--- config.mk ---
export PLATFORM = sky130hd
export DESIGN_NAME = filter_serial_control_port
export DESIGN_NICKNAME = d
export VERILOG_FILES = /design/src/hdl/fscp_pkg.sv /design/src/hdl/filter_serial_control_port.sv
export SDC_FILE = /design/constraint.sdc
export NUM_CORES = 1
export LEC_CHECK = 0
export BUFFER_PORTS_ARGS = -buffer_cell sky130_fd_sc_hd__buf_2
export CELL_PAD_IN_SITES_DETAIL_PLACEMENT = 1
export CELL_PAD_IN_SITES_GLOBAL_PLACEMENT = 2
export CORE_UTILIZATION = 40
export CTS_CLUSTER_SIZE = 24
export DETAILED_ROUTE_END_ITERATION = 16
export PLACE_DENSITY_LB_ADDON = 0.2
export SYNTH_ARGS = -nofsm -noshare
export SYNTH_HDL_FRONTEND = slang
export SYNTH_SLANG_ARGS = --single-unit
export TNS_END_PERCENT = 10
--- constraint.sdc ---
create_clock -name i_clk -period 2.9 [get_ports i_clk]
set_input_delay 0.145 -clock i_clk [delete_from_list [all_inputs] [get_ports i_clk]]
set_output_delay 0.145 -clock i_clk [all_outputs]
set_load 0.05 [all_outputs]
--- src/hdl/fscp_pkg.sv ---
// Package for the filter serial control port: frame layout, register
// indices, field positions, reset values and timing counts.
// Assumes a single 50 MHz system clock.
package fscp_pkg;

   // Frame layout
   localparam int FRAME_BITS      = 32;
   localparam int DATA_BITS       = 24;
   localparam int ADDR_BITS       = 5;
   localparam int CHIP_BITS       = 3;
   localparam int CNT_W           = 6;

   // Timing
   localparam int  CLK_HZ         = 50_000_000;
   localparam real POR_TIME_US    = 250.0;
   localparam int  POR_CYCLES     = int'(POR_TIME_US * CLK_HZ / 1.0e6);
   localparam int  CAL_TIME_CYC   = 64;
   localparam int  OTP_PULSE_CYC  = 32;

   // Register indices
   localparam logic [4:0] REG_RDSEL   = 5'h00;
   localparam logic [4:0] REG_ENABLE  = 5'h01;
   localparam logic [4:0] REG_SETTING = 5'h02;
   localparam logic [4:0] REG_CALOVR  = 5'h03;
   localparam logic [4:0] REG_CALGO   = 5'h04;
   localparam logic [4:0] REG_CALCLK  = 5'h05;
   localparam logic [4:0] REG_CALRES  = 5'h08;
   localparam logic [4:0] REG_OTPMODE = 5'h0B;
   localparam logic [4:0] REG_OTPIDX  = 5'h0C;
   localparam logic [4:0] REG_OTPGO   = 5'h0D;

   // Field positions
   localparam int EN_CAL_BIT     = 1;
   localparam int EN_FORCE_BIT   = 4;
   localparam int EN_DOUBLER_BIT = 5;
   localparam int RES_OTP_BUSY   = 5;
   localparam int OTPMODE_BIT    = 0;

   // Soft clear sequence and reset values
   localparam logic [23:0] SOFT_ARM_VAL  = 24'h000020;
   localparam logic [23:0] SOFT_FIRE_VAL = 24'h000000;
   localparam logic [23:0] ENABLE_RST    = 24'h00000C;
   localparam logic [23:0] SETTING_RST   = 24'h000009;
   localparam logic [23:0] ZERO_RST      = 24'h000000;

   // One received frame
   typedef struct packed {
      logic [DATA_BITS-1:0] data_field;
      logic [ADDR_BITS-1:0] reg_addr_field;
      logic [CHIP_BITS-1:0] chip_addr_field;
   } frame_type;

endpackage

--- src/hdl/filter_serial_control_port.sv ---
// Serial control port of a dual low-pass filter with its register file,
// calibration and one-time-programmable memory sequencing.
// Assumes serial pins are asynchronous to i_clk and far slower than it.
`timescale 1ns/1ps
module filter_serial_control_port
   import fscp_pkg::*;
#(
   parameter logic [2:0] CHIP_ID    = 3'h2,   // Arbitrary value
   parameter int         POR_CYC    = POR_CYCLES,
   parameter logic [15:0] OTP_RESET = 16'h0000
) (
   input  wire logic        i_clk,
   input  wire logic        i_rst_n,
   input  wire logic        i_sck,
   input  wire logic        i_frame_enable_n,
   input  wire logic        i_sdi,
   input  wire logic [23:0] i_cal_measure,
   output logic             o_sdo,
   output logic             o_sdo_oe,
   output logic             o_ready,
   output logic [23:0]      o_enable,
   output logic [23:0]      o_setting,
   output logic [3:0]       o_fine_code,
   output logic             o_cal_busy,
   output logic             o_otp_pulse,
   output logic [15:0]      o_otp_bits
);

   typedef enum logic [2:0] {
      ST_IDLE  = 3'b001,
      ST_SHIFT = 3'b010,
      ST_DONE  = 3'b100
   } frame_state_type;

   // Pin synchronisers; first stage read only by the second
   logic [2:0] sync1_ff;
   logic [2:0] sync2_ff;
   logic       sck_prev_ff;
   always_ff @(posedge i_clk or negedge i_rst_n) begin
      if (!i_rst_n) begin
         // Idle pin levels, so no false clock edge follows reset
         sync1_ff    <= 3'h2;
         sync2_ff    <= 3'h2;
         sck_prev_ff <= 1'b0;
      end else begin
         sync1_ff    <= {i_sck, i_frame_enable_n, i_sdi};
         sync2_ff    <= sync1_ff;
         sck_prev_ff <= sync2_ff[2];
      end
   end

   logic sck_s;
   logic sen_n_s;
   logic sdi_s;
   logic sck_rise;
   assign sck_s    = sync2_ff[2];
   assign sen_n_s  = sync2_ff[1];
   assign sdi_s    = sync2_ff[0];
   assign sck_rise = sck_s & ~sck_prev_ff;

   // Power-on delay: registers held at defaults until it expires
   logic [31:0] por_cnt_ff;
   logic        ready_ff;
   always_ff @(posedge i_clk or negedge i_rst_n) begin
      if (!i_rst_n) begin
         por_cnt_ff <= 32'h0;
         ready_ff   <= 1'b0;
      end else if (!ready_ff) begin
         por_cnt_ff <= por_cnt_ff + 32'h1;
         ready_ff   <= (por_cnt_ff >= 32'(POR_CYC - 1));
      end
   end

   // Frame receiver
   frame_state_type state_ff;
   logic [31:0]     shift_in_ff;
   logic [CNT_W-1:0] cnt_ff;
   logic            commit_ff;
   always_ff @(posedge i_clk or negedge i_rst_n) begin
      if (!i_rst_n) begin
         state_ff    <= ST_IDLE;
         shift_in_ff <= 32'h0;
         cnt_ff      <= '0;
         commit_ff   <= 1'b0;
      end else begin
         commit_ff <= 1'b0;
         unique case (state_ff)
            ST_IDLE: begin
               cnt_ff <= '0;
               if (!sen_n_s)
                  state_ff <= ST_SHIFT;
            end
            ST_SHIFT: begin
               if (sen_n_s) begin
                  state_ff <= ST_IDLE;
               end else if (sck_rise) begin
                  // Sample on rising edges, MSB first
                  shift_in_ff <= {shift_in_ff[30:0], sdi_s};
                  cnt_ff      <= cnt_ff + 1'b1;
                  if (cnt_ff == CNT_W'(FRAME_BITS - 1))
                     state_ff <= ST_DONE;
               end
            end
            ST_DONE: begin
               // Extra edges before enable rises spoil the frame
               if (sck_rise) begin
                  state_ff <= ST_IDLE;
               end else if (sen_n_s) begin
                  state_ff  <= ST_IDLE;
                  commit_ff <= 1'b1;
               end
            end
            default: state_ff <= ST_IDLE;
         endcase
      end
   end

   frame_type rx;
   logic      own;
   logic      wr;
   assign rx  = frame_type'(shift_in_ff);
   assign own = (rx.chip_addr_field == CHIP_ID);
   assign wr  = commit_ff & own & ready_ff;

   function automatic logic hit(input logic [4:0] a);
      return wr && (rx.reg_addr_field == a);
   endfunction

   // Register file; soft clear arms on 20h and fires on following 00h
   logic [23:0] rdsel_ff;
   logic [23:0] enable_ff;
   logic [23:0] setting_ff;
   logic [23:0] calovr_ff;
   logic [23:0] calclk_ff;
   logic [23:0] otpidx_ff;
   logic        otpmode_ff;
   logic        soft_arm_ff;
   logic        soft_fire;
   // Operands spelled out: reads hidden in a function would not wake it
   assign soft_fire = soft_arm_ff & wr & (rx.reg_addr_field == REG_RDSEL) &
                      (rx.data_field == SOFT_FIRE_VAL);
   always_ff @(posedge i_clk or negedge i_rst_n) begin
      if (!i_rst_n) begin
         rdsel_ff    <= ZERO_RST;
         enable_ff   <= ENABLE_RST;
         setting_ff  <= SETTING_RST;
         calovr_ff   <= ZERO_RST;
         calclk_ff   <= ZERO_RST;
         otpidx_ff   <= ZERO_RST;
         otpmode_ff  <= 1'b0;
         soft_arm_ff <= 1'b0;
      end else if (!ready_ff || soft_fire) begin
         rdsel_ff    <= ZERO_RST;
         enable_ff   <= ENABLE_RST;
         setting_ff  <= SETTING_RST;
         calovr_ff   <= ZERO_RST;
         calclk_ff   <= ZERO_RST;
         otpidx_ff   <= ZERO_RST;
         otpmode_ff  <= 1'b0;
         soft_arm_ff <= 1'b0;
      end else if (wr) begin
         unique case (rx.reg_addr_field)
            REG_RDSEL: begin
               rdsel_ff    <= rx.data_field;
               soft_arm_ff <= (rx.data_field == SOFT_ARM_VAL);
            end
            REG_ENABLE:  enable_ff  <= rx.data_field;
            REG_SETTING: setting_ff <= rx.data_field;
            REG_CALOVR:  calovr_ff  <= rx.data_field;
            REG_CALCLK:  calclk_ff  <= rx.data_field;
            REG_OTPMODE:
               otpmode_ff <= rx.data_field[OTPMODE_BIT];
            REG_OTPIDX:  otpidx_ff  <= rx.data_field;
            default: ;
         endcase
      end
   end

   // Calibration: start strobe, fixed-length measure, result capture
   logic [7:0]  cal_cnt_ff;
   logic        cal_busy_ff;
   logic [23:0] cal_res_ff;
   always_ff @(posedge i_clk or negedge i_rst_n) begin
      if (!i_rst_n) begin
         cal_cnt_ff  <= 8'h0;
         cal_busy_ff <= 1'b0;
         cal_res_ff  <= 24'h0;
      end else if (!ready_ff || soft_fire) begin
         cal_busy_ff <= 1'b0;
         cal_res_ff  <= 24'h0;
      end else if (cal_busy_ff) begin
         cal_cnt_ff <= cal_cnt_ff - 8'h1;
         if (cal_cnt_ff == 8'h1) begin
            cal_busy_ff <= 1'b0;
            cal_res_ff  <= i_cal_measure;
         end
      end else if (hit(REG_CALGO) && enable_ff[EN_CAL_BIT]) begin
         cal_busy_ff <= 1'b1;
         cal_cnt_ff  <= 8'(CAL_TIME_CYC);
      end
   end

   // OTP program pulse; bits survive soft clear as they are permanent
   logic [7:0]  otp_cnt_ff;
   logic        otp_pulse_ff;
   logic [15:0] otp_bits_ff;
   always_ff @(posedge i_clk or negedge i_rst_n) begin
      if (!i_rst_n) begin
         otp_cnt_ff   <= 8'h0;
         otp_pulse_ff <= 1'b0;
         otp_bits_ff  <= 16'h0;
      end else if (!ready_ff) begin
         otp_bits_ff  <= OTP_RESET;
      end else if (otp_pulse_ff) begin
         otp_cnt_ff <= otp_cnt_ff - 8'h1;
         if (otp_cnt_ff == 8'h1) begin
            otp_pulse_ff <= 1'b0;
            otp_bits_ff[otpidx_ff[3:0]] <= 1'b1;
         end
      end else if (hit(REG_OTPGO) && otpmode_ff) begin
         otp_pulse_ff <= 1'b1;
         otp_cnt_ff   <= 8'(OTP_PULSE_CYC);
      end
   end

   // Read mux for the selected register
   function automatic logic [23:0] rd_mux(input logic [4:0] a);
      unique case (a)
         REG_RDSEL:   rd_mux = rdsel_ff;
         REG_ENABLE:  rd_mux = enable_ff;
         REG_SETTING: rd_mux = setting_ff;
         REG_CALOVR:  rd_mux = calovr_ff;
         REG_CALCLK:  rd_mux = calclk_ff;
         REG_CALRES:  rd_mux = {cal_res_ff[23:6], otp_pulse_ff,
                               cal_res_ff[4:0]};
         REG_OTPMODE: rd_mux = {23'h0, otpmode_ff};
         REG_OTPIDX:  rd_mux = otpidx_ff;
         default:     rd_mux = 24'h0;
      endcase
   endfunction

   // Output shifter: loaded when any frame starts, shifts on rising
   logic [31:0] shift_out_ff;
   logic        sdo_oe_ff;
   always_ff @(posedge i_clk or negedge i_rst_n) begin
      if (!i_rst_n) begin
         shift_out_ff <= 32'h0;
         sdo_oe_ff    <= 1'b0;
      end else begin
         if (state_ff == ST_IDLE && !sen_n_s)
            shift_out_ff <= {rd_mux(rdsel_ff[4:0]), rdsel_ff[4:0],
                             CHIP_ID};
         // MSB stands through the first rise; later rises move on
         else if (state_ff == ST_SHIFT && sck_rise && cnt_ff != '0)
            shift_out_ff <= {shift_out_ff[30:0], 1'b0};
         // Drive follows the chip address of each accepted frame
         if (commit_ff && ready_ff)
            sdo_oe_ff <= own;
      end
   end

   // Output assignments and fine code selection
   assign o_sdo       = shift_out_ff[31];
   assign o_sdo_oe    = sdo_oe_ff;
   assign o_ready     = ready_ff;
   assign o_enable    = enable_ff;
   assign o_setting   = setting_ff;
   // Forced codes take the serial value, else the calibrated result
   logic [3:0] fine_ff;
   always_ff @(posedge i_clk or negedge i_rst_n) begin
      if (!i_rst_n)
         fine_ff <= 4'h0;
      else
         fine_ff <= enable_ff[EN_FORCE_BIT] ? calovr_ff[3:0]
                                            : cal_res_ff[3:0];
   end
   assign o_fine_code = fine_ff;
   assign o_cal_busy  = cal_busy_ff;
   assign o_otp_pulse = otp_pulse_ff;
   assign o_otp_bits  = otp_bits_ff;

endmodule

; Yosys cells after proc, flatten, opt, wreduce, memory -nomap -nowiden
; Cells that the tools add are included.
[word_totals]
reg_bits = 323
input_bits = 29
[op_classes]
n_addsub = 4
magnitude_cmp = 3
eq_ne = 31
n_mux = 61
n_bitwise = 10
n_reduce_logical = 44
[op_table]
columns = op, n
row1 = $mux W24, 21
row2 = $pmux W24 S8, 1
row3 = $mux W32, 2
row4 = $mux W16, 3
row5 = $add A32 B1 Y32 const B, 1
row6 = $ge A32 B14 Y1 const B, 1
row7 = $mux W8, 4
row8 = $eq A5 B4 Y1 const B, 6
row9 = $reduce_bool A2 Y1, 14
row10 = $eq A24 B6 Y1 const B, 1
row11 = $logic_not A24 Y1, 1
row12 = $reduce_and A2 Y1, 11
row13 = $eq A5 B2 Y1 const B, 4
row14 = $mux W1, 18
row15 = $mux W3, 6
row16 = $eq A8 B1 Y1 const B, 2
row17 = $or A16 B16 Y16, 1
row18 = $sub A8 B1 Y8 const B, 2
row19 = $eq A5 B3 Y1 const B, 3
row20 = $mux W6, 2
row21 = $pmux W6 S2, 1
row22 = $eq A5 B1 Y1 const B, 2
row23 = $logic_not A5 Y1, 2
row24 = $logic_and A1 B1 Y1, 9
row25 = other kinds (20), 35

; Logic depth before layout (Yosys ltp)
[logic_depth]
word_depth = 9
mapped_depth = 10
ltp_nobuf = 7

; Worst setup path before layout
; Ideal clock, no wire load.
[synth_timing]
path_kind = reg-to-reg
startpoint = register ready_ff, in the netlist o_ready
endpoint = register cal_cnt_ff[6]
arrival_time_ns = 2.501
required_ns = 2.780
slack_ns = 0.278
stages_incl_launch_ff = 8
path_cell_list = dfrtp_1 > buf_2 > nand4b_1 > nor4_4 > or4b_1 > and2_0 > clkbuf_1 > o211a_1
[synth_between]
elab_chain_cells = 7
elab_cells_between_ends = 11
cone_classes = bitwise: 5 / reduce/logical: 6
[synth_rtl]
columns = item, line_no
row1 = "start, declared", filter_serial_control_port.sv:63  ; logic ready_ff;
row2 = "start signal, assigned", filter_serial_control_port.sv:70  ; ready_ff <= (por_cnt_ff >= 32'(POR_CYC - 1));
row3 = $and A1 B1 Y1, filter_serial_control_port.sv:123  ; assign wr = commit_ff & own & ready_ff;
row4 = $and A1 B1 Y1 (3 in series), filter_serial_control_port.sv:140  ; assign soft_fire = soft_arm_ff & wr & (rx.reg_addr_field == REG_RDSEL) &
row5 = $logic_or A1 B1 Y1, filter_serial_control_port.sv:188  ; end else if (!ready_ff || soft_fire) begin
row6 = $not A1 Y1 (no source line), -
row7 = $reduce_and A2 Y1 (no source line) (*), -
row8 = "end signal, assigned", filter_serial_control_port.sv:192  ; cal_cnt_ff <= cal_cnt_ff - 8'h1;
row9 = "end signal, assigned", filter_serial_control_port.sv:199  ; cal_cnt_ff <= 8'(CAL_TIME_CYC);
row10 = "end, declared", filter_serial_control_port.sv:180  ; logic [7:0] cal_cnt_ff;
; Every way passes the cells marked *; elsewhere a longest branch is shown, timed or not.
; A chain may end at the register's enable or synchronous reset.

; Final worst setup path
[layout_timing]
startpoint = register shift_in_ff[0], in the netlist rx[0]
endpoint = register rdsel_ff[11]
[layout_between]
elab_chain_cells = 9
elab_cells_between_ends = 11
cone_classes = eq/ne: 1 / mux: 1 / bitwise: 5 / reduce/logical: 4
[layout_rtl]
columns = item, line_no
row1 = "start, declared", filter_serial_control_port.sv:76  ; logic [31:0] shift_in_ff;
row2 = "start signal, assigned", filter_serial_control_port.sv:98  ; shift_in_ff <= {shift_in_ff[30:0], sdi_s};
row3 = $eq A3 B2 Y1 (*), filter_serial_control_port.sv:122  ; assign own = (rx.chip_addr_field == CHIP_ID);
row4 = $and A1 B1 Y1 (*) (2 in series), filter_serial_control_port.sv:123
row5 = $and A1 B1 Y1 (3 in series), filter_serial_control_port.sv:140
row6 = $logic_or A1 B1 Y1, filter_serial_control_port.sv:152  ; end else if (!ready_ff || soft_fire) begin
row7 = $reduce_bool A2 Y1 (no source line), -
row8 = $reduce_and A2 Y1 (no source line), -
row9 = "end signal, assigned", filter_serial_control_port.sv:164  ; rdsel_ff <= rx.data_field;
row10 = "end, declared", filter_serial_control_port.sv:130  ; logic [23:0] rdsel_ff;
; Marked as above.

==> impl_results.md <==
- Status: completed
- Sink Count: 321
- Met1 usage: a little over a third
- Clk root buf: clkbuf_16
- Pin count of the biggest net entering global routing: 81
- Critical R2R Launch: rx[0]
- Syn Area/Cell: approximately 10 sq um
- Ant. Diodes: 0
- H-Tree Depth: 2
- WP data required: 3.31 ns
- RSZ-0062 raised after global routing: false
- Initial detailed-routing violation count: 650
- Slew Limit Headroom: between 50 and 60%
- Setup TNS: 0 ns
- Net Sw Frac: 22.2%
- Die H: 198 um
- Fill cells: about 4.2k
- GPL Wtd Cong: 0.807
- Final nets: 1,696
- Final hold violations: 0
- GR Overflow Total: 0
- Clock Skew: ~0.024 ns
- Commonest cells post-synth: nand2_1 (372), dfrtp_1 (314), clkbuf_1 (102), a21oi_2 (100), a21oi_1 (82)
- Post-CTS setup buffer count: 0
- Total Routing Usage GR: 24.9%
- Routed WL per cell: ~21 um
- Clock slew at reported path FFs: 0.06 ns
- Crit Path Category: reg2reg
- I/O Pins: 102
- Net Count, Synth: 1,581
- Seq pwr share: 45.7%
- Peak VDD IR: slightly above 0.0003 V
- CTS tree: yes
- Final WL: 47,200 um
- P_int: 7.99 mW
- DR vias: 12.0k
- Critical path fanouts, max: 26
- Die ar.: 39,300 sq um
- DIE WIDTH: 198 um
- Data arrival, critical path: 3.00 ns
- DP Wirelength: 30,500 um
- Core area: roughly 38,000 sq um
- FP Rows: between 70 and 80
- Slew Limit Fails: 0
- Syn Inst Count: around 1.5k
- Cell area power density: 565 nW/um^2
- Worst-skew pair later-pin latency: 0.53 ns
- Total Power: 10.3 mW
- Vias/cell: 5.47
- Gate power share: 4.4%
- Port Buf Inserts: 100
- Total CTS buffers: 39
- #FFs+latches synth: 321
- Synth top area share: 51.0%
- Initial core utilization: around 41%
- Seq/Total Area, Yosys: 52.2%
- Top cell type by total area after synthesis: dfrtp_1
- First-pass iteration count of the detailed router: 5
- Period minus WS final: 2.60 ns
- DR DRC count: 0
- Period utilisation layout: 89.5%
- Async SR Flop Fraction: 100%
- M3 GR Usage: 4.14%
- Met2 GRT Util: 38.9%
- Netlist cell types: 70
- Top Usage Layer GRT: met2
- Slew @ Worst Pin: 0.721 ns
- Worst Setup SP: rx[0]
- # setup viols final: 0
- First-pass GRT wire length: 75,000 um
- Area contributors post-synth: dfrtp_1 (51%), nand2_1 (9.1%), a21oi_2 (5.7%)
- Initial antenna violation count: 0
- Antenna-violating nets left: 0
- Worst min path class: in2async
- Mapped cell area: approximately 15,000 sq um
- Max Root-Sink Buffers: 3
- Static leakage: 7.70 nW
- Crit end category: flop
- Yosys warnings: 0
- Core Util, Final: between 40% and 50%
- Fmax: 385 MHz
- Number of global-route vias before repair: 12.6k
- Prevailing post-synth register cell: dfrtp_1
- Number of synthesized flops with an enable pin: 0
- Most frequent cell after synthesis: nand2_1
- Max Cap Viol: 0
- Layout cells sized above 1: between 20% and 30%
- Reported net switching power: 2.28 mW
- Synth-to-layout area growth: 17.9%
- Clock Power Share: 49.9%
- Crit start category: flop
layout by cell type, fill, tap and decap left out, types with 6 or more instances in the layout:
cell type and n:
or3_1 7, nor4b_1 6, o31ai_1 6, mux2i_1 33
nand3_1 18, ha_1 7, inv_1 12, o21a_1 20
a21oi_1 82, o22a_1 17, o2bb2ai_1 16, buf_2 99
nand4_1 13, o21ai_0 26, buf_12 10, nand4b_1 7
clkbuf_16 39, dlygate4sd3_1 27, dfrtp_1 313, a21oi_2 100
and4_1 7, xor2_1 9, xnor2_1 24, mux2_2 40
nor2_1 81, dfstp_2 7, and3_1 12, and2_1 9
nor2b_1 10, nand2_1 372, clkbuf_8 11, o31a_1 15
buf_4 64, nor4_1 14, nor3_1 18, nand2b_1 9
a22o_1 38
per-layer routing:
metal / routed length, um / vias up
met5: 0 / -
met4: 1510 / 0
met3: 1930 / 94
met2: 21700 / 225
met1: 22100 / 6123
li1: - / 5577
critical path: stages (launching register included):
cell and delay, ns:
dfrtp_1 0.39, or4b_1 0.57, or3b_1 0.42, or4_4 0.53, nand2_8 0.25, buf_12 0.23, a21oi_1 0.07
power by group through the flow:
stage / clock [mW] / sequential [mW] / combinational [mW]
2_1_floorplan: 0 / 4.76 / 0.220
3_3_place_gp: 0 / 4.76 / 0.420
3_5_place_dp: 0 / 4.77 / 0.434
4_1_cts: 5.23 / 4.69 / 0.463
5_1_grt: 5.41 / 4.71 / 0.508
6_report: 5.12 / 4.69 / 0.451
path summary, 6_finish.rpt:
check / endpoint / slack (ns) / cells past startpoint
hold reg to reg: sync2_ff[1] / 0.35 / 0
min in group i_clk: sync1_ff[2] / 0.27 / 2
hold / removal: o_otp_bits[10] / 0.16 / 2
max in group asynchronous: cal_cnt_ff[2] / 1.75 / 3
setup / recovery: rdsel_ff[11] / 0.30 / 6
setup reg to reg: rdsel_ff[11] / 0.30 / 6
final cells by class:
cell class / instances / area, sq um / share of cell area, %
Inverter: 12 / 45.0 / 0.248
Timing Repair Buffer: 201 / 1460 / 8.04
Multi-Input combinational cell: 1085 / 6640 / 36.5
Clock inverter: 14 / 208 / 1.14
Tap cell: 511 / 639 / 3.52
Clock buffer: 55 / 1150 / 6.30
Sequential cell: 321 / 8040 / 44.2
stage by stage:
stage               hold WS, ns  std cells  setup WS [ns]  cell area [sq um]
global placement          0.118       2103          0.318              16600
detailed placement        0.125       2103          0.311              16600
finish                    0.157       2199          0.304              18200
CTS                       0.167       2199          0.282              18200
floorplan                -0.151       1545          0.278              15400
global route              0.202       2199          0.107              18200
kinds of logic after synthesis:
group                      count (synthesis)  synth area share, %
buffers and inverters                    139                 4.91
muxes                                     73                 5.06
adders and majority gates                  7                0.568
and+or+nand+nor                          614                 18.1
DFF                                      321                 52.2
xor gates and xnor gates                  33                 1.87
AOI/OAI and AO/OA                        358                 17.4
repair_timing:
item	in CTS	in global routing
hold buffers	27	0
resized for setup	0	0
hold endpoints to repair	82	0
Power figures use the tool's default switching activity.
